### config.mk
export PLATFORM = sky130hd
export DESIGN_NAME = swdt_top
export DESIGN_NICKNAME = d
export VERILOG_FILES = /design/src/rtl/swdt_pkg.sv /design/src/rtl/swdt_tick_if.sv /design/src/rtl/swdt_prescaler.sv /design/src/rtl/swdt_top.sv
export VERILOG_INCLUDE_DIRS = /design/src /design/src/rtl
export SDC_FILE = /design/constraint.sdc
export NUM_CORES = 1
export LEC_CHECK = 0
export BUFFER_PORTS_ARGS = -buffer_cell sky130_fd_sc_hd__buf_2
export CORE_UTILIZATION = 25
export DETAILED_ROUTE_END_ITERATION = 7
export PLACE_DENSITY = 0.52
export SLEW_MARGIN = 20
export SYNTH_ARGS = -nofsm -noshare
export SYNTH_HDL_FRONTEND = slang
export SYNTH_SLANG_ARGS = --single-unit
### constraint.sdc
create_clock -name clk -period 2.6 [get_ports clk]
set_input_delay 0.26 -clock clk [delete_from_list [all_inputs] [get_ports clk]]
set_output_delay 0.26 -clock clk [all_outputs]
set_load 0.02 [all_outputs]
### src/rtl/swdt_consts.svh
// constants for the system watchdog timer: offsets, fields, resets, counts
`ifndef SWDT_CONSTS_SVH
`define SWDT_CONSTS_SVH

// ----------------------------------------------------------------------
// register byte offsets on the apb slave
// ----------------------------------------------------------------------
`define SWDT_OFF_CTRL 12'h000
`define SWDT_OFF_RELOAD 12'h004
`define SWDT_OFF_CMD 12'h008
`define SWDT_OFF_STATUS 12'h00C

// ----------------------------------------------------------------------
// field positions
// ----------------------------------------------------------------------
`define SWDT_CTRL_FAST_BIT 0
`define SWDT_CMD_SERVICE_BIT 0
`define SWDT_CMD_DISABLE_BIT 1
`define SWDT_CMD_ENABLE_BIT 2
`define SWDT_STAT_ENABLED_BIT 16
`define SWDT_STAT_PREWARN_BIT 17
`define SWDT_STAT_RESREQ_BIT 18

// ----------------------------------------------------------------------
// prescaler ratios and reset values
// ----------------------------------------------------------------------
`define SWDT_DIV_SLOW 16384
`define SWDT_DIV_FAST 256
// 10 MHz reference: 65536 - 0xFF02 = 254 ticks * 256 clocks = 6.5 ms
`define SWDT_RESET_RELOAD 16'hFF02
`define SWDT_RESET_FAST 1'b1
`define SWDT_RESET_ENABLED 1'b1
// prescaler ticks spent in prewarning before the reset request
`define SWDT_PREWARN_TICKS 16
`define SWDT_COUNT_ALL_ONES 16'hFFFF

`endif

### src/rtl/swdt_pkg.sv
// types shared by the system watchdog timer modules
package swdt_pkg;

    // ------------------------------------------------------------------
    // watchdog states, gray coded along run -> warn -> reset request
    // ------------------------------------------------------------------
    typedef enum logic [1:0]
    {
        SWDT_S_RUN = 2'b00,
        SWDT_S_WARN = 2'b01,
        SWDT_S_RESREQ = 2'b11
    } swdt_state_type;

endpackage

### src/rtl/swdt_tick_if.sv
// link between the watchdog core and its prescaler
`timescale 1ns/1ps

interface swdt_tick_if;
    logic run; // prescaler counts while high
    logic clear; // one-cycle clear of the prescaler
    logic fast_sel; // 1: divide by fast ratio, 0: slow ratio
    logic tick; // one-cycle enable pulse at the divided rate

    // ------------------------------------------------------------------
    // core side drives control, prescaler side drives the tick
    // ------------------------------------------------------------------
    modport core (output run, output clear, output fast_sel, input tick);
    modport presc (input run, input clear, input fast_sel, output tick);
endinterface

### src/rtl/swdt_prescaler.sv
// prescaler of the system watchdog timer: one-cycle tick enable
`timescale 1ns/1ps
`include "swdt_consts.svh"

module swdt_prescaler
#(
    parameter int DIV_SLOW = `SWDT_DIV_SLOW,
    parameter int DIV_FAST = `SWDT_DIV_FAST
)
(
    input wire logic clk,
    input wire logic rst,
    swdt_tick_if.presc link
);
    localparam int CW = $clog2(DIV_SLOW);
    localparam logic [CW-1:0] LAST_SLOW = CW'(DIV_SLOW - 1);
    localparam logic [CW-1:0] LAST_FAST = CW'(DIV_FAST - 1);

    logic [CW-1:0] div_q; // running divide count
    logic [CW-1:0] last; // terminal count of the chosen ratio

    // ------------------------------------------------------------------
    // divider
    // ------------------------------------------------------------------
    assign last = link.fast_sel ? LAST_FAST : LAST_SLOW;

    // clear wins over counting so a service restarts a full interval
    always_ff @(posedge clk or posedge rst)
    begin
        if (rst)
        begin
            div_q <= '0;
        end
        else if (link.clear)
        begin
            div_q <= '0;
        end
        else if (link.run)
        begin
            // a ratio change mid-count may pass the new terminal; wrap
            if (div_q >= last)
            begin
                div_q <= '0;
            end
            else
            begin
                div_q <= div_q + CW'(1);
            end
        end
    end

    // tick is a plain decode; the core registers everything it drives
    assign link.tick = link.run && !link.clear && (div_q >= last);
endmodule

### src/rtl/swdt_top.sv
// system watchdog timer: apb registers, counter and overflow sequence
`timescale 1ns/1ps
`include "swdt_consts.svh"

module swdt_top
#(
    parameter int ADDR_W = 12,
    parameter int CNT_W = 16,
    parameter int DIV_SLOW = `SWDT_DIV_SLOW,
    parameter int DIV_FAST = `SWDT_DIV_FAST,
    parameter int PREWARN_TICKS = `SWDT_PREWARN_TICKS
)
(
    input wire logic clk,
    input wire logic rst,
    input wire logic psel,
    input wire logic penable,
    input wire logic pwrite,
    input wire logic [ADDR_W-1:0] paddr,
    input wire logic [31:0] pwdata,
    output logic [31:0] prdata,
    output logic pready,
    output logic pslverr,
    output logic prewarn_irq,
    output logic reset_req
);
    // ------------------------------------------------------------------
    // declarations
    // ------------------------------------------------------------------
    localparam int WW = $clog2(PREWARN_TICKS + 1);

    swdt_tick_if tick_link (); // control to and tick from the prescaler

    logic setup; // apb setup cycle
    logic access; // apb access cycle, always completes at once
    logic wr; // write takes effect this edge
    logic mapped; // address hits a register
    logic [31:0] rdata; // read mux, captured in setup
    logic [31:0] prdata_q; // registered read data
    logic fast_q; // prescaler ratio select
    logic [CNT_W-1:0] reload_q; // watchdog_reload_value
    logic enabled_q; // watchdog running
    logic [CNT_W-1:0] count_q; // watchdog counter
    logic service_q; // registered service, clears prescaler next
    logic [WW-1:0] warn_q; // ticks left in prewarning
    swdt_pkg::swdt_state_type state_q; // overflow sequence state
    logic cmd_wr; // write to the command register
    logic watchdog_service_cmd; // service request from software
    logic watchdog_disable_cmd; // stop request from software
    logic watchdog_enable_cmd; // start request from software
    logic overflow; // counter wraps on this tick

    // ------------------------------------------------------------------
    // apb slave
    // ------------------------------------------------------------------
    // phase decode of the bus handshake
    assign setup = psel && !penable;
    assign access = psel && penable;
    assign wr = access && pwrite;
    // zero wait states: the slave never stretches the access phase
    assign pready = 1'b1;

    // address decode
    always_comb
    begin
        case (paddr)
            `SWDT_OFF_CTRL, `SWDT_OFF_RELOAD, `SWDT_OFF_CMD,
            `SWDT_OFF_STATUS: mapped = 1'b1;
            default: mapped = 1'b0;
        endcase
    end

    // unmapped addresses answer with an error, nothing is written
    assign pslverr = access && !mapped;

    // read mux; command register is write-only and reads as zero
    always_comb
    begin
        rdata = 32'h0000_0000;
        case (paddr)
            `SWDT_OFF_CTRL: rdata[`SWDT_CTRL_FAST_BIT] = fast_q;
            `SWDT_OFF_RELOAD: rdata[CNT_W-1:0] = reload_q;
            `SWDT_OFF_STATUS:
            begin
                rdata[CNT_W-1:0] = count_q;
                rdata[`SWDT_STAT_ENABLED_BIT] = enabled_q;
                rdata[`SWDT_STAT_PREWARN_BIT] = prewarn_irq;
                rdata[`SWDT_STAT_RESREQ_BIT] = reset_req;
            end
            default: rdata = 32'h0000_0000;
        endcase
    end

    // read data is sampled in the setup cycle so prdata is a flop output
    always_ff @(posedge clk or posedge rst)
    begin
        if (rst)
        begin
            prdata_q <= 32'h0000_0000;
        end
        else if (setup && !pwrite)
        begin
            prdata_q <= rdata;
        end
    end

    // data output straight from the flop, no decode after it
    assign prdata = prdata_q;

    // ------------------------------------------------------------------
    // configuration registers
    // ------------------------------------------------------------------
    // ratio select; reset default is the fast ratio for the 6.5 ms figure
    always_ff @(posedge clk or posedge rst)
    begin
        if (rst)
        begin
            fast_q <= `SWDT_RESET_FAST;
        end
        else if (wr && paddr == `SWDT_OFF_CTRL)
        begin
            fast_q <= pwdata[`SWDT_CTRL_FAST_BIT];
        end
    end

    // reload value; takes effect at the next service only, an overflow wraps the count through zero
    always_ff @(posedge clk or posedge rst)
    begin
        if (rst)
        begin
            reload_q <= CNT_W'(`SWDT_RESET_RELOAD);
        end
        else if (wr && paddr == `SWDT_OFF_RELOAD)
        begin
            reload_q <= pwdata[CNT_W-1:0];
        end
    end

    // ------------------------------------------------------------------
    // commands
    // ------------------------------------------------------------------
    // one-cycle command strobes, valid only at the write edge
    // nothing is sticky: a later write with a bit clear does nothing
    assign cmd_wr = wr && (paddr == `SWDT_OFF_CMD);
    assign watchdog_service_cmd = cmd_wr && pwdata[`SWDT_CMD_SERVICE_BIT];
    assign watchdog_disable_cmd = cmd_wr && pwdata[`SWDT_CMD_DISABLE_BIT];
    assign watchdog_enable_cmd = cmd_wr && pwdata[`SWDT_CMD_ENABLE_BIT];

    // run flag; enable wins if both bits are written together
    always_ff @(posedge clk or posedge rst)
    begin
        if (rst)
        begin
            enabled_q <= `SWDT_RESET_ENABLED;
        end
        else if (watchdog_enable_cmd)
        begin
            enabled_q <= 1'b1;
        end
        else if (watchdog_disable_cmd)
        begin
            enabled_q <= 1'b0;
        end
    end

    // service is ignored once the overflow sequence started: a late
    // service must not rescue a program that already missed its slot
    always_ff @(posedge clk or posedge rst)
    begin
        if (rst)
        begin
            service_q <= 1'b0;
        end
        else
        begin
            // a service in the very cycle of the wrap loses to it
            service_q <= watchdog_service_cmd && !overflow &&
                (state_q == swdt_pkg::SWDT_S_RUN);
        end
    end

    // ------------------------------------------------------------------
    // prescaler
    // ------------------------------------------------------------------
    // the prescaler stops when disabled or once the reset request stands
    assign tick_link.run = enabled_q && (state_q != swdt_pkg::SWDT_S_RESREQ);
    assign tick_link.clear = service_q;
    // a ratio change applies to the running count at once
    assign tick_link.fast_sel = fast_q;

    swdt_prescaler
    #(
        .DIV_SLOW(DIV_SLOW),
        .DIV_FAST(DIV_FAST)
    )
    swdt_prescaler_i
    (
        .clk(clk),
        .rst(rst),
        .link(tick_link.presc)
    );

    // ------------------------------------------------------------------
    // watchdog counter
    // ------------------------------------------------------------------
    // wrap of an all-ones count on a tick is the overflow event
    assign overflow = tick_link.tick &&
        (count_q == `SWDT_COUNT_ALL_ONES);

    // counts up from the reload value; service reloads it, overflow
    // wraps through zero as the sequence proceeds
    always_ff @(posedge clk or posedge rst)
    begin
        if (rst)
        begin
            count_q <= CNT_W'(`SWDT_RESET_RELOAD);
        end
        else if (service_q)
        begin
            count_q <= reload_q;
        end
        // disabled: no tick comes, so the count holds its value
        else if (tick_link.tick)
        begin
            count_q <= count_q + CNT_W'(1);
        end
    end

    // ------------------------------------------------------------------
    // overflow sequence: prewarning first, reset request afterwards
    // ------------------------------------------------------------------
    always_ff @(posedge clk or posedge rst)
    begin
        if (rst)
        begin
            state_q <= swdt_pkg::SWDT_S_RUN;
        end
        else
        begin
            case (state_q)
                swdt_pkg::SWDT_S_RUN:
                begin
                    // a timely service keeps the count below the wrap
                    // unserviced wrap starts the prewarning
                    if (overflow)
                    begin
                        state_q <= swdt_pkg::SWDT_S_WARN;
                    end
                end
                swdt_pkg::SWDT_S_WARN:
                begin
                    // disable pauses the window: no ticks while stopped
                    // reset request after the prewarning window
                    if (tick_link.tick && warn_q == WW'(1))
                    begin
                        state_q <= swdt_pkg::SWDT_S_RESREQ;
                    end
                end
                swdt_pkg::SWDT_S_RESREQ:
                begin
                    // held until the chip reset clears the block
                    state_q <= swdt_pkg::SWDT_S_RESREQ;
                end
                default: state_q <= swdt_pkg::SWDT_S_RUN;
            endcase
        end
    end

    // prewarning window, measured in prescaler ticks
    // held full while running so the window always opens complete
    always_ff @(posedge clk or posedge rst)
    begin
        if (rst)
        begin
            warn_q <= WW'(PREWARN_TICKS);
        end
        else if (state_q == swdt_pkg::SWDT_S_RUN)
        begin
            warn_q <= WW'(PREWARN_TICKS);
        end
        else if (state_q == swdt_pkg::SWDT_S_WARN && tick_link.tick)
        begin
            warn_q <= warn_q - WW'(1);
        end
    end

    // ------------------------------------------------------------------
    // alarm outputs
    // ------------------------------------------------------------------
    // both flags are registered state decodes, glitch free
    assign prewarn_irq = (state_q == swdt_pkg::SWDT_S_WARN);
    assign reset_req = (state_q == swdt_pkg::SWDT_S_RESREQ);
endmodule
==> key figures, run 1 <==
Synth
  – Number of enable-type register cells in the synthesized netlist: 0
  – Share of synthesized flip-flops with an asynchronous set or reset: 100%
  – Mean instance size in the synthesized netlist: 9.66 um2
  – Main synth FF type: sky130_fd_sc_hd__dfrtp_1
  – Share of synthesized area occupied by flip-flops and latches: 47.5%
  – Number of synthesized register bits: 75
  – Syn Inst Count: 415
  – Yosys Warn Count: 0
  – Post-synthesis instance area: 4010 um2
  – Synth cell types: 50

Clock tree
  – Clock tree from TritonCTS: done
  – Clock tree sinks: 75
  – Post CTS Setup Buffer Count: 0
  – CTS HTree Levels: 3
  – Num CTS Buffers: 9
  – Bufs on Longest Clock Path: 2
  – Post-cts repair resize count: 0
  – Clock root buffer: sky130_fd_sc_hd__clkbuf_16
  – Number of hold buffers added after CTS: 0
  – Worst skew pair latency: 0.33 ns
  – Clock transition at the registers of the reported paths: 0.06 ns

STA
  – Number of failing hold endpoints at the final stage: 0
  – Fin crit period: 2.41 ns
  – RSZ-0062 raised after global routing: no
  – # setup viols final: 0
  – Peak Freq: 414 MHz
  – Period Utilization, post-route: 92.8%
  – TNS Setup: 0 ns
  – Setup Skew: 0.00550 ns
  – Fin Hold WS: 0.0182 ns
  – Worst Tran Pin Value: 0.564 ns
  – Headroom to the max-slew limit: 62.3%
  – Count of pins over their slew limit: 0

Floorplanning
  – Chip height: 129 um
  – Core Box Area: 15,400 um2
  – Chip width: 129 um
  – Overall die area: 16,500 um2
  – Number of primary I/O pins: 85
  – Initial Utilization: 26.0%
  – Count of standard-cell rows: 45

Detailed routing
  – Detailed Route Iter0 Violations: 220
  – Routed wire length per instance: 14.5 um
  – Total Wirelength: 9950 um
  – 1st-pass router iterations: 4
  – Ratio of routed vias to standard cells: 4.93
  – Total via count after detailed routing: 3,390
  – Post-route DRC violation count: 0
  – Routed Antenna Nets: 0

Critical path
  – Crit path launch type: register
  – Reg2Reg Capture Point: count_q[12]$_DFFE_PP1P_
  – Critical path launch point: fast_q$_DFFE_PP1P_
  – Worst Setup EP: count_q[12]$_DFFE_PP1P_
  – Crit path DAT: 2.66 ns
  – Crit Path Class: reg2reg
  – Setup slack of the most critical reg-to-reg path: 0.19 ns
  – Worst-path fanout max: 39
  – Reg-to-reg critical path startpoint: fast_q$_DFFE_PP1P_
  – Req. time, crit path: 2.85 ns
  – Capturing element type of the critical path: register
  – Length in cells of the worst reg-to-reg path: 7

Hold path
  – Type of the most critical hold path: in2async

Final layout
  – Most frequent standard cell in the layout excluding fill and tap cells: sky130_fd_sc_hd__nor2_1
  – Count of antenna diodes in the layout: 0
  – Layout cells sized above 1: 25.6%
  – Final Cell Area: 4830 um2
  – Final Core Density: 31.3%
  – Number of nets in the finished design: 531
  – Area growth syn-to-layout: 20.4%
  – Most frequent cells in the layout: sky130_fd_sc_hd__nor2_1 (58), sky130_fd_sc_hd__dfrtp_1 (54), sky130_fd_sc_hd__buf_2 (54)

Global routing
  – Number of antenna violations at the first check in global routing: 0
  – Total global routing overflow: 0
  – Tot GR Track Use: 13.0%
  – Maximum number of pins on one net before global-route repair: 76
  – Number of global-route vias before repair: 3,370
  – Wire length of the first global-routing pass: 17,000 um

Placement
  – RePlAce Congestion: 0.750
  – Placed cell area: 4540 um2
  – Total half-perimeter wirelength after legalization and detailed placement: 7030 um
  – IO Port Bufs: 54

Power and ir drop
  – P per Cell Area: 555 nW/um2
  – Leakage power: 0.00215 uW
  – Largest voltage drop on the vdd net: 0.267 mV

Run
  – Count of max-cap constraint violations: 0

Run status
  – Run status: complete, no violations
## cells by family after synthesis
kind of cell / share of synthesized area (%)
XOR/XNOR: 0.437
buffers and inverters: 5.68
multiplexers: 5.56
AO/OA/AOI/OAI: 16.1
flip-flops: 47.5
other: 0.187
adder cells (fa/ha/maj): 3.12
AND/OR/NAND/NOR: 21.4
## how the worst min path moves through the flow
| stage | from | end | depth (start not counted) | slack [ns] |
|---|---|---|---|---|
| 2_1_floorplan | pwdata[0] | reload_q[0]$_DFFE_PP0P_ | 1 | 0.39 |
| 3_3_place_gp | rst | reload_q[3]$_DFFE_PP0P_ | 3 | 0.39 |
| 3_5_place_dp | rst | reload_q[3]$_DFFE_PP0P_ | 3 | 0.39 |
| 4_1_cts | rst | reload_q[0]$_DFFE_PP0P_ | 3 | 0.04 |
| 5_1_grt | rst | reload_q[3]$_DFFE_PP0P_ | 3 | 0.06 |
| 6_report | rst | reload_q[3]$_DFFE_PP0P_ | 3 | 0.02 |
## cells in the mapped netlist, types with 7 or more instances
| library cell | number | area share, % |
|---|---|---|
| sky130_fd_sc_hd__nand3_1 | 20 | 2.5 |
| sky130_fd_sc_hd__buf_4 | 14 | 2.6 |
| sky130_fd_sc_hd__a31oi_1 | 23 | 3.6 |
| sky130_fd_sc_hd__mux2_2 | 8 | 2.2 |
| sky130_fd_sc_hd__nand2_1 | 36 | 3.4 |
| sky130_fd_sc_hd__nor2_1 | 58 | 5.4 |
| sky130_fd_sc_hd__o21ai_0 | 11 | 1.4 |
| sky130_fd_sc_hd__a221oi_1 | 15 | 3.3 |
| sky130_fd_sc_hd__or4_1 | 12 | 2.2 |
| sky130_fd_sc_hd__dfrtp_1 | 54 | 34 |
| sky130_fd_sc_hd__clkbuf_1 | 15 | 1.4 |
| sky130_fd_sc_hd__mux2_1 | 10 | 2.8 |
| sky130_fd_sc_hd__o31ai_1 | 7 | 1.3 |
| sky130_fd_sc_hd__or3_1 | 10 | 1.6 |
| sky130_fd_sc_hd__dfstp_2 | 21 | 14 |
| sky130_fd_sc_hd__inv_1 | 11 | 1.0 |
| sky130_fd_sc_hd__ha_1 | 10 | 3.1 |
| sky130_fd_sc_hd__a21oi_1 | 11 | 1.4 |
## metrics by stage
step / std cells / power, uW / setup slack, ns
global route: 688 / 2790 / 0.0163
floorplan: 427 / 1390 / 0.433
CTS: 688 / 2710 / 0.197
detailed placement: 672 / 1470 / 0.235
global placement: 672 / 1470 / 0.272
finish: 688 / 2680 / 0.186
## power breakdown
| group | switching, uW | internal (uW) | leakage [uW] | total (uW) |
|---|---|---|---|---|
| registers | 18.8 | 1210 | 0.000941 | 1230 |
| logic | 149 | 72.6 | 0.00106 | 222 |
| clock network | 462 | 767 | 0.000144 | 1230 |
| total | 630 | 2050 | 0.00215 | 2680 |
## registers in the layout, summed over array words and instances, names as in the netlist
name and flops:
warn_q 5, swdt_prescaler_i.div_q 14, prdata 19, reload_q 16
fast_q 1, service_q 1, count_q 16, state_q 2
enabled_q 1
## per-layer routing
metal	wire length [um]	global-route usage (%)	share of wire, %
met1	4890	17.3	49
met2	4430	20.7	45
met3	430	2.29	4.3
met4	192	5.67	1.9
met5	0	0	0
## cell type report
type / instances / area, um2
Sequential cell: 75 / 1900
Multi-Input combinational cell: 307 / 1930
Tap cell: 211 / 264
Fill cell: 1649 / 10600
Inverter: 11 / 41.3
Timing Repair Buffer: 68 / 400
Clock inverter: 3 / 40.0
Clock buffer: 13 / 250
## worst max-delay path, cell delays in order, from the launching register on
cell                       delay (ns)
sky130_fd_sc_hd__dfstp_2         0.61
sky130_fd_sc_hd__ha_1            0.19
sky130_fd_sc_hd__nand4_1         0.12
sky130_fd_sc_hd__o221ai_1        0.41
sky130_fd_sc_hd__a21oi_2         0.09
sky130_fd_sc_hd__buf_12          0.19
sky130_fd_sc_hd__or4_1           0.50
sky130_fd_sc_hd__a31oi_1         0.21
(Power assumes the default switching activity.)
==> inputs of run 2 (changes only) <==
- CORE_MARGIN: not set -> 2
- SLEW_MARGIN: 20 -> 25
==> run 2 against run 1 <==
- the flow now finishes with violations (hold timing)
- clock power rose by 11%
- sequential cell count is the same
- critical path depth unchanged
- first-iteration DRC count decreased by 12%
- count of clock-buffer cells in the layout shrank 3
- maximum frequency shrank 0.42%
- wire length hardly changed
- die area increased by 3.1%
- critical path type unchanged
==> key figures, run 2 (same netlist as run 1, synthesis figures left out) <==
Global routing
  – Number of antenna violations at the first check in global routing: 0 (unchanged)
  – Tot GR Track Use: 12.1% (was 13.0%)
  – Wire length of the first global-routing pass: 16,200 um (was 17,000 um)
  – Number of global-route vias before repair: 3,178 (was 3,370)
  – Total global routing overflow: 0 (unchanged)
  – Maximum number of pins on one net before global-route repair: 76 (unchanged)

Detailed routing
  – Detailed Route Iter0 Violations: 194 (was 220)
  – Total Wirelength: 9950 um (about the same)
  – Total via count after detailed routing: 3,357 (was 3,390)
  – Routed wire length per instance: 14.4 um (was 14.5 um)
  – 1st-pass router iterations: 4 (unchanged)
  – Ratio of routed vias to standard cells: 4.86 (was 4.93)
  – Post-route DRC violation count: 0 (unchanged)
  – Routed Antenna Nets: 0 (unchanged)

Final layout
  – Number of filler instances in the final layout: 1,665 (was 1,649)
  – Multi-input combinational cell area: 1930 um2 (unchanged)
  – Most frequent cells in the layout: sky130_fd_sc_hd__nor2_1 (58), sky130_fd_sc_hd__dfrtp_1 (54), sky130_fd_sc_hd__buf_2 (54) (unchanged)
  – Count of antenna diodes in the layout: 0 (unchanged)
  – Final Core Density: 30.8% (was 31.3%)
  – Number of nets in the finished design: 529 (was 531)
  – Most frequent standard cell in the layout excluding fill and tap cells: sky130_fd_sc_hd__nor2_1 (unchanged)
  – Combined flip-flop and latch cell area: 1900 um2 (unchanged)
  – Area growth syn-to-layout: 21.1% (was 20.4%)
  – Number of flip-flops under the largest register name: 19 (unchanged)
  – Layout cells sized above 1: 25.9% (was 25.6%)

Floorplanning
  – Core Box Area: 15,800 um2 (was 15,400 um2)
  – Count of standard-cell rows: 46 (was 45)
  – Chip height: 131 um (was 129 um)
  – Number of primary I/O pins: 85 (unchanged)
  – Overall die area: 17,100 um2 (was 16,500 um2)
  – Chip width: 131 um (was 129 um)
  – Initial Utilization: 25.4% (was 26.0%)

Clock tree
  – Clock tree from TritonCTS: done (unchanged)
  – Clock root buffer: sky130_fd_sc_hd__clkbuf_16 (unchanged)
  – Worst skew pair latency: 0.33 ns (about the same)
  – CTS HTree Levels: 3 (unchanged)
  – Post CTS Setup Buffer Count: 0 (unchanged)
  – Num CTS Buffers: 9 (unchanged)
  – Clock transition at the registers of the reported paths: 0.06 ns (about the same)
  – Clock tree sinks: 75 (unchanged)
  – Post-cts repair resize count: 0 (unchanged)
  – Bufs on Longest Clock Path: 2 (unchanged)
  – Number of hold buffers added after CTS: 0 (unchanged)

STA
  – Number of failing hold endpoints at the final stage: 4 (was 0)
  – # setup viols final: 0 (unchanged)
  – Worst Tran Pin Value: 0.592 ns (was 0.564 ns)
  – Fin crit period: 2.42 ns (was 2.41 ns)
  – Period Utilization, post-route: 93.2% (was 92.8%)
  – RSZ-0062 raised after global routing: no (unchanged)
  – Count of pins over their slew limit: 0 (unchanged)
  – Headroom to the max-slew limit: 60.2% (was 62.3%)
  – Setup Skew: 0.00702 ns (was 0.00550 ns)
  – Peak Freq: 413 MHz (was 414 MHz)
  – Fin Hold WS: -0.00472 ns (was 0.0182 ns)
  – TNS Setup: 0 ns (unchanged)

Critical path
  – Worst path cell trace: ha_1 > nand4_1 > o221ai_1 > a21oi_2 > buf_12 > or4_1 > a31oi_1 (unchanged)
  – Largest stage delay, worst path: 0.62 ns (was 0.61 ns)
  – Worst-path fanout max: 39 (unchanged)
  – Critical path launch point: fast_q$_DFFE_PP1P_ (unchanged)
  – Capturing element type of the critical path: register (unchanged)
  – Length in cells of the worst reg-to-reg path: 7 (unchanged)
  – Crit path launch type: register (unchanged)
  – Slowest stage cell on the critical path: sky130_fd_sc_hd__dfstp_2 (unchanged)
  – Crit path DAT: 2.68 ns (was 2.66 ns)
  – Crit Path Class: reg2reg (unchanged)
  – Reg-to-reg critical path startpoint: fast_q$_DFFE_PP1P_ (unchanged)
  – Req. time, crit path: 2.86 ns (was 2.85 ns)

Run
  – Count of max-cap constraint violations: 0 (unchanged)

Run status
  – Violations in the final reports: hold timing
  – Run status: finished, violations left (was complete, no violations)

Power and ir drop
  – Leakage power: 0.00215 uW (about the same)
  – Largest voltage drop on the vdd net: 0.288 mV (was 0.267 mV)
  – P per Cell Area: 579 nW/um2 (was 555 nW/um2)

Hold path
  – Type of the most critical hold path: in2async (unchanged)

Placement
  – RePlAce Congestion: 0.808 (was 0.750)
  – Total half-perimeter wirelength after legalization and detailed placement: 6990 um (was 7030 um)
  – IO Port Bufs: 54 (unchanged)
==> run 2: worst paths after layout <==
| kind | endpoint | slack (ns) |
|---|---|---|
| max reg2reg | count_q[12]$_DFFE_PP1P_ | 0.18 |
| min in group clk | reload_q[3]$_DFFE_PP0P_ | 0.15 |
| min reg2reg | prdata[17]$_DFFE_PP0P_ | 0.47 |
| min | swdt_prescaler_i.div_q[13]$_DFFE_PP0P_ | -0.005 |
| max in group asynchronous | count_q[15]$_DFFE_PP1P_ | 2.21 |
| max | count_q[12]$_DFFE_PP1P_ | 0.18 |
==> run 2: critical path: cells and delay by family, from the launching register on <==
family	cells	cell delay [ns]
AO/OA/AOI/OAI	3	0.69
adder cells (fa/ha/maj)	1	0.20
buffers and inverters	1	0.18
flip-flops	1	0.62
AND/OR/NAND/NOR	2	0.64
==> run 2: layout make-up <==
type | count | area share, %
tap | 216 | 5.57
multi-input combinational | 307 | 39.7
sequential | 75 | 39.2
inverter | 11 | 0.851
clock buffer | 10 | 4.92
timing repair buffer | 66 | 7.94
clock inverter | 6 | 1.83
==> run 2: metal layers <==
layer,routed length (um),GRT usage [%],vias up
met5,0,0,-
met4,110,4.19,0
met3,524,2.61,8
met2,4740,19.6,90
met1,4570,16.0,1633
li1,-,-,1626
==> run 2: where the power goes <==
| part | switching, uW | internal, uW |
|---|---|---|
| Clock | 499 | 867 |
| Combinational | 146 | 72.4 |
| Sequential | 18.4 | 1210 |
| Total | 664 | 2150 |
==> run 2: metrics by stage <==
step | instance area [um2] | hold WS [ns] | cells | power [uW] | setup WS, ns
floorplan | 4050 | 0.395 | 427 | 1390 | 0.433
global placement | 4530 | 0.381 | 675 | 1470 | 0.271
detailed placement | 4530 | 0.385 | 675 | 1470 | 0.186
CTS | 4850 | 0.0254 | 691 | 2840 | 0.176
global route | 4850 | 0.0387 | 691 | 2920 | 0.00800
finish | 4850 | -0.00472 | 691 | 2810 | 0.176
==> inputs of run 3 (changes only) <==
- CTS_BUF_LIST: not set -> sky130_fd_sc_hd__clkbuf_16
- SKIP_CTS_REPAIR_TIMING: not set -> 1
- clock period: 2.6 -> 2.49 ns (I/O delays scaled with it)
==> run 3 against run 2 <==
- first-iteration DRC count grew 1.0%
- maximum frequency grew 6.5%
- combinational power grew 5%
- sequential cell count is the same
- highest routed layer unchanged
- worst hold slack lost 0.0032 ns
- the run still ends with hold timing left
- largest power group is now registers
- power shrank 5.9%
- sequential share of layout area grew 0.48 points
- design area shrank 1.2%
- non-clock buffer count grew 2
- sequential power grew 4%
- clock skew shrank 0.0025 ns
- register-to-register slack gained 0.04 ns
==> key figures, run 3 (same netlist as run 1, synthesis figures left out) <==
Detailed routing
  – Total Wirelength: 9970 um (was 9950 um)
  – Routed Antenna Nets: 0 (unchanged)
  – Detailed Route Iter0 Violations: 196 (was 194)
  – 1st-pass router iterations: 4 (unchanged)
  – Post-route DRC violation count: 0 (unchanged)
  – Routed wire length per instance: 14.4 um (about the same)
  – Total via count after detailed routing: 3,372 (was 3,357)
  – Ratio of routed vias to standard cells: 4.87 (was 4.86)

Global routing
  – Total global routing overflow: 0 (unchanged)
  – Number of antenna violations at the first check in global routing: 0 (unchanged)
  – Maximum number of pins on one net before global-route repair: 51 (was 76)
  – Wire length of the first global-routing pass: 16,400 um (was 16,200 um)
  – Tot GR Track Use: 12.2% (was 12.1%)
  – Number of global-route vias before repair: 3,225 (was 3,178)

Critical path
  – Crit path launch type: register (unchanged)
  – Crit Path Class: reg2reg (unchanged)
  – Capturing element type of the critical path: register (unchanged)
  – Reg-to-reg critical path startpoint: fast_q$_DFFE_PP1P_ (unchanged)
  – Critical path launch point: fast_q$_DFFE_PP1P_ (unchanged)
  – Req. time, crit path: 2.75 ns (was 2.86 ns)
  – Worst-path fanout max: 39 (unchanged)
  – Worst Setup EP: count_q[8]$_DFFE_PP1P_ (was count_q[12]$_DFFE_PP1P_)
  – Setup slack of the most critical reg-to-reg path: 0.21 ns (was 0.18 ns)
  – Reg2Reg Capture Point: count_q[8]$_DFFE_PP1P_ (was count_q[12]$_DFFE_PP1P_)
  – Crit path DAT: 2.54 ns (was 2.68 ns)
  – Length in cells of the worst reg-to-reg path: 7 (unchanged)

Clock tree
  – Worst skew pair latency: 0.33 ns (about the same)
  – Clock tree from TritonCTS: done (unchanged)
  – Clock root buffer: sky130_fd_sc_hd__clkbuf_16 (unchanged)
  – Clock tree sinks: 75 (unchanged)
  – Bufs on Longest Clock Path: 2 (unchanged)
  – CTS HTree Levels: 3 (unchanged)
  – Num CTS Buffers: 9 (unchanged)
  – Clock transition at the registers of the reported paths: 0.06 ns (about the same)

Run status
  – Run status: finished, violations left (unchanged)
  – Violations in the final reports: hold timing (unchanged)

STA
  – Fin Hold WS: -0.00794 ns (was -0.00472 ns)
  – Count of pins over their slew limit: 0 (unchanged)
  – Peak Freq: 439 MHz (was 413 MHz)
  – TNS Setup: 0 ns (unchanged)
  – Number of failing hold endpoints at the final stage: 9 (was 4)
  – Worst Tran Pin Value: 0.631 ns (was 0.592 ns)
  – RSZ-0062 raised after global routing: no (unchanged)
  – # setup viols final: 0 (unchanged)
  – Setup Skew: 0.00450 ns (was 0.00702 ns)
  – Headroom to the max-slew limit: 57.9% (was 60.2%)
  – Period Utilization, post-route: 91.4% (was 93.2%)
  – Fin crit period: 2.28 ns (was 2.42 ns)

Floorplanning
  – Chip height: 131 um (unchanged)
  – Number of primary I/O pins: 85 (unchanged)
  – Count of standard-cell rows: 46 (unchanged)
  – Chip width: 131 um (unchanged)
  – Core Box Area: 15,800 um2 (unchanged)
  – Overall die area: 17,100 um2 (unchanged)
  – Initial Utilization: 25.4% (unchanged)

Final layout
  – Count of antenna diodes in the layout: 0 (unchanged)
  – Number of nets in the finished design: 531 (was 529)
  – Combined flip-flop and latch cell area: 1900 um2 (unchanged)
  – Number of filler instances in the final layout: 1,676 (was 1,665)
  – Most frequent standard cell in the layout excluding fill and tap cells: sky130_fd_sc_hd__nor2_1 (unchanged)
  – Multi-input combinational cell area: 1930 um2 (unchanged)
  – Number of flip-flops under the largest register name: 19 (unchanged)
  – Area growth syn-to-layout: 19.7% (was 21.1%)
  – Most frequent cells in the layout: sky130_fd_sc_hd__nor2_1 (58), sky130_fd_sc_hd__dfrtp_1 (54), sky130_fd_sc_hd__buf_2 (54) (unchanged)
  – Final Core Density: 30.4% (was 30.8%)
  – Layout cells sized above 1: 25.2% (was 25.9%)

Placement
  – IO Port Bufs: 54 (unchanged)
  – RePlAce Congestion: 0.820 (was 0.808)
  – Total half-perimeter wirelength after legalization and detailed placement: 7150 um (was 6990 um)

Power and ir drop
  – P per Cell Area: 551 nW/um2 (was 579 nW/um2)
  – Leakage power: 0.00214 uW (was 0.00215 uW)
  – Largest voltage drop on the vdd net: 0.238 mV (was 0.288 mV)

Run
  – Count of max-cap constraint violations: 0 (unchanged)

Hold path
  – Type of the most critical hold path: in2async (unchanged)
## run 3: metal layers
metal  track usage (%)  share of wire (%)  vias to the layer above
met4              4.07                1.7                        0
met2              20.4                 48                       71
met1              15.7                 46                     1654
li1                  -                  -                     1637
met5                 0                  0                        -
met3              2.57                3.9                       10
## run 3: critical path: stages (launching register included)
cell,delay [ns]
sky130_fd_sc_hd__dfstp_2,0.61
sky130_fd_sc_hd__ha_1,0.20
sky130_fd_sc_hd__nand4_1,0.12
sky130_fd_sc_hd__nor2_1,0.27
sky130_fd_sc_hd__a21oi_2,0.12
sky130_fd_sc_hd__buf_12,0.17
sky130_fd_sc_hd__or4_1,0.52
sky130_fd_sc_hd__a31oi_1,0.18
## run 3: layout make-up
type	instances	area share [%]
inverters	11	0.861
clock buffers	9	4.70
multi-input cells	307	40.2
well taps	216	5.64
flip-flops and latches	75	39.7
repair buffers	68	8.35
clock inverters	7	0.600
## run 3: where the power goes
group | internal [uW] | switching [uW]
clock | 653 | 484
sequential | 1260 | 18.6
combinational | 75.6 | 154
total | 1990 | 656
## run 3: how the worst min path moves through the flow
stage	start	endpoint	slack (ns)	cells past startpoint
finish	rst	prdata[0]$_DFFE_PP0P_	-0.008	2
floorplan	pwdata[0]	reload_q[0]$_DFFE_PP0P_	0.38	1
global placement	rst	prdata[0]$_DFFE_PP0P_	0.38	2
CTS	rst	prdata[0]$_DFFE_PP0P_	0.03	2
detailed placement	rst	prdata[0]$_DFFE_PP0P_	0.38	2
global route	rst	prdata[0]$_DFFE_PP0P_	0.03	2
## run 3: per-stage QoR
step	worst slack, ns	power [uW]	instance area, um2	cells
6_report	0.213	2640	4800	693
3_3_place_gp	0.269	1530	4540	677
2_1_floorplan	0.323	1450	4050	427
5_1_grt	0.0820	2770	4800	693
3_5_place_dp	0.234	1540	4540	677
4_1_cts	0.223	2700	4800	693
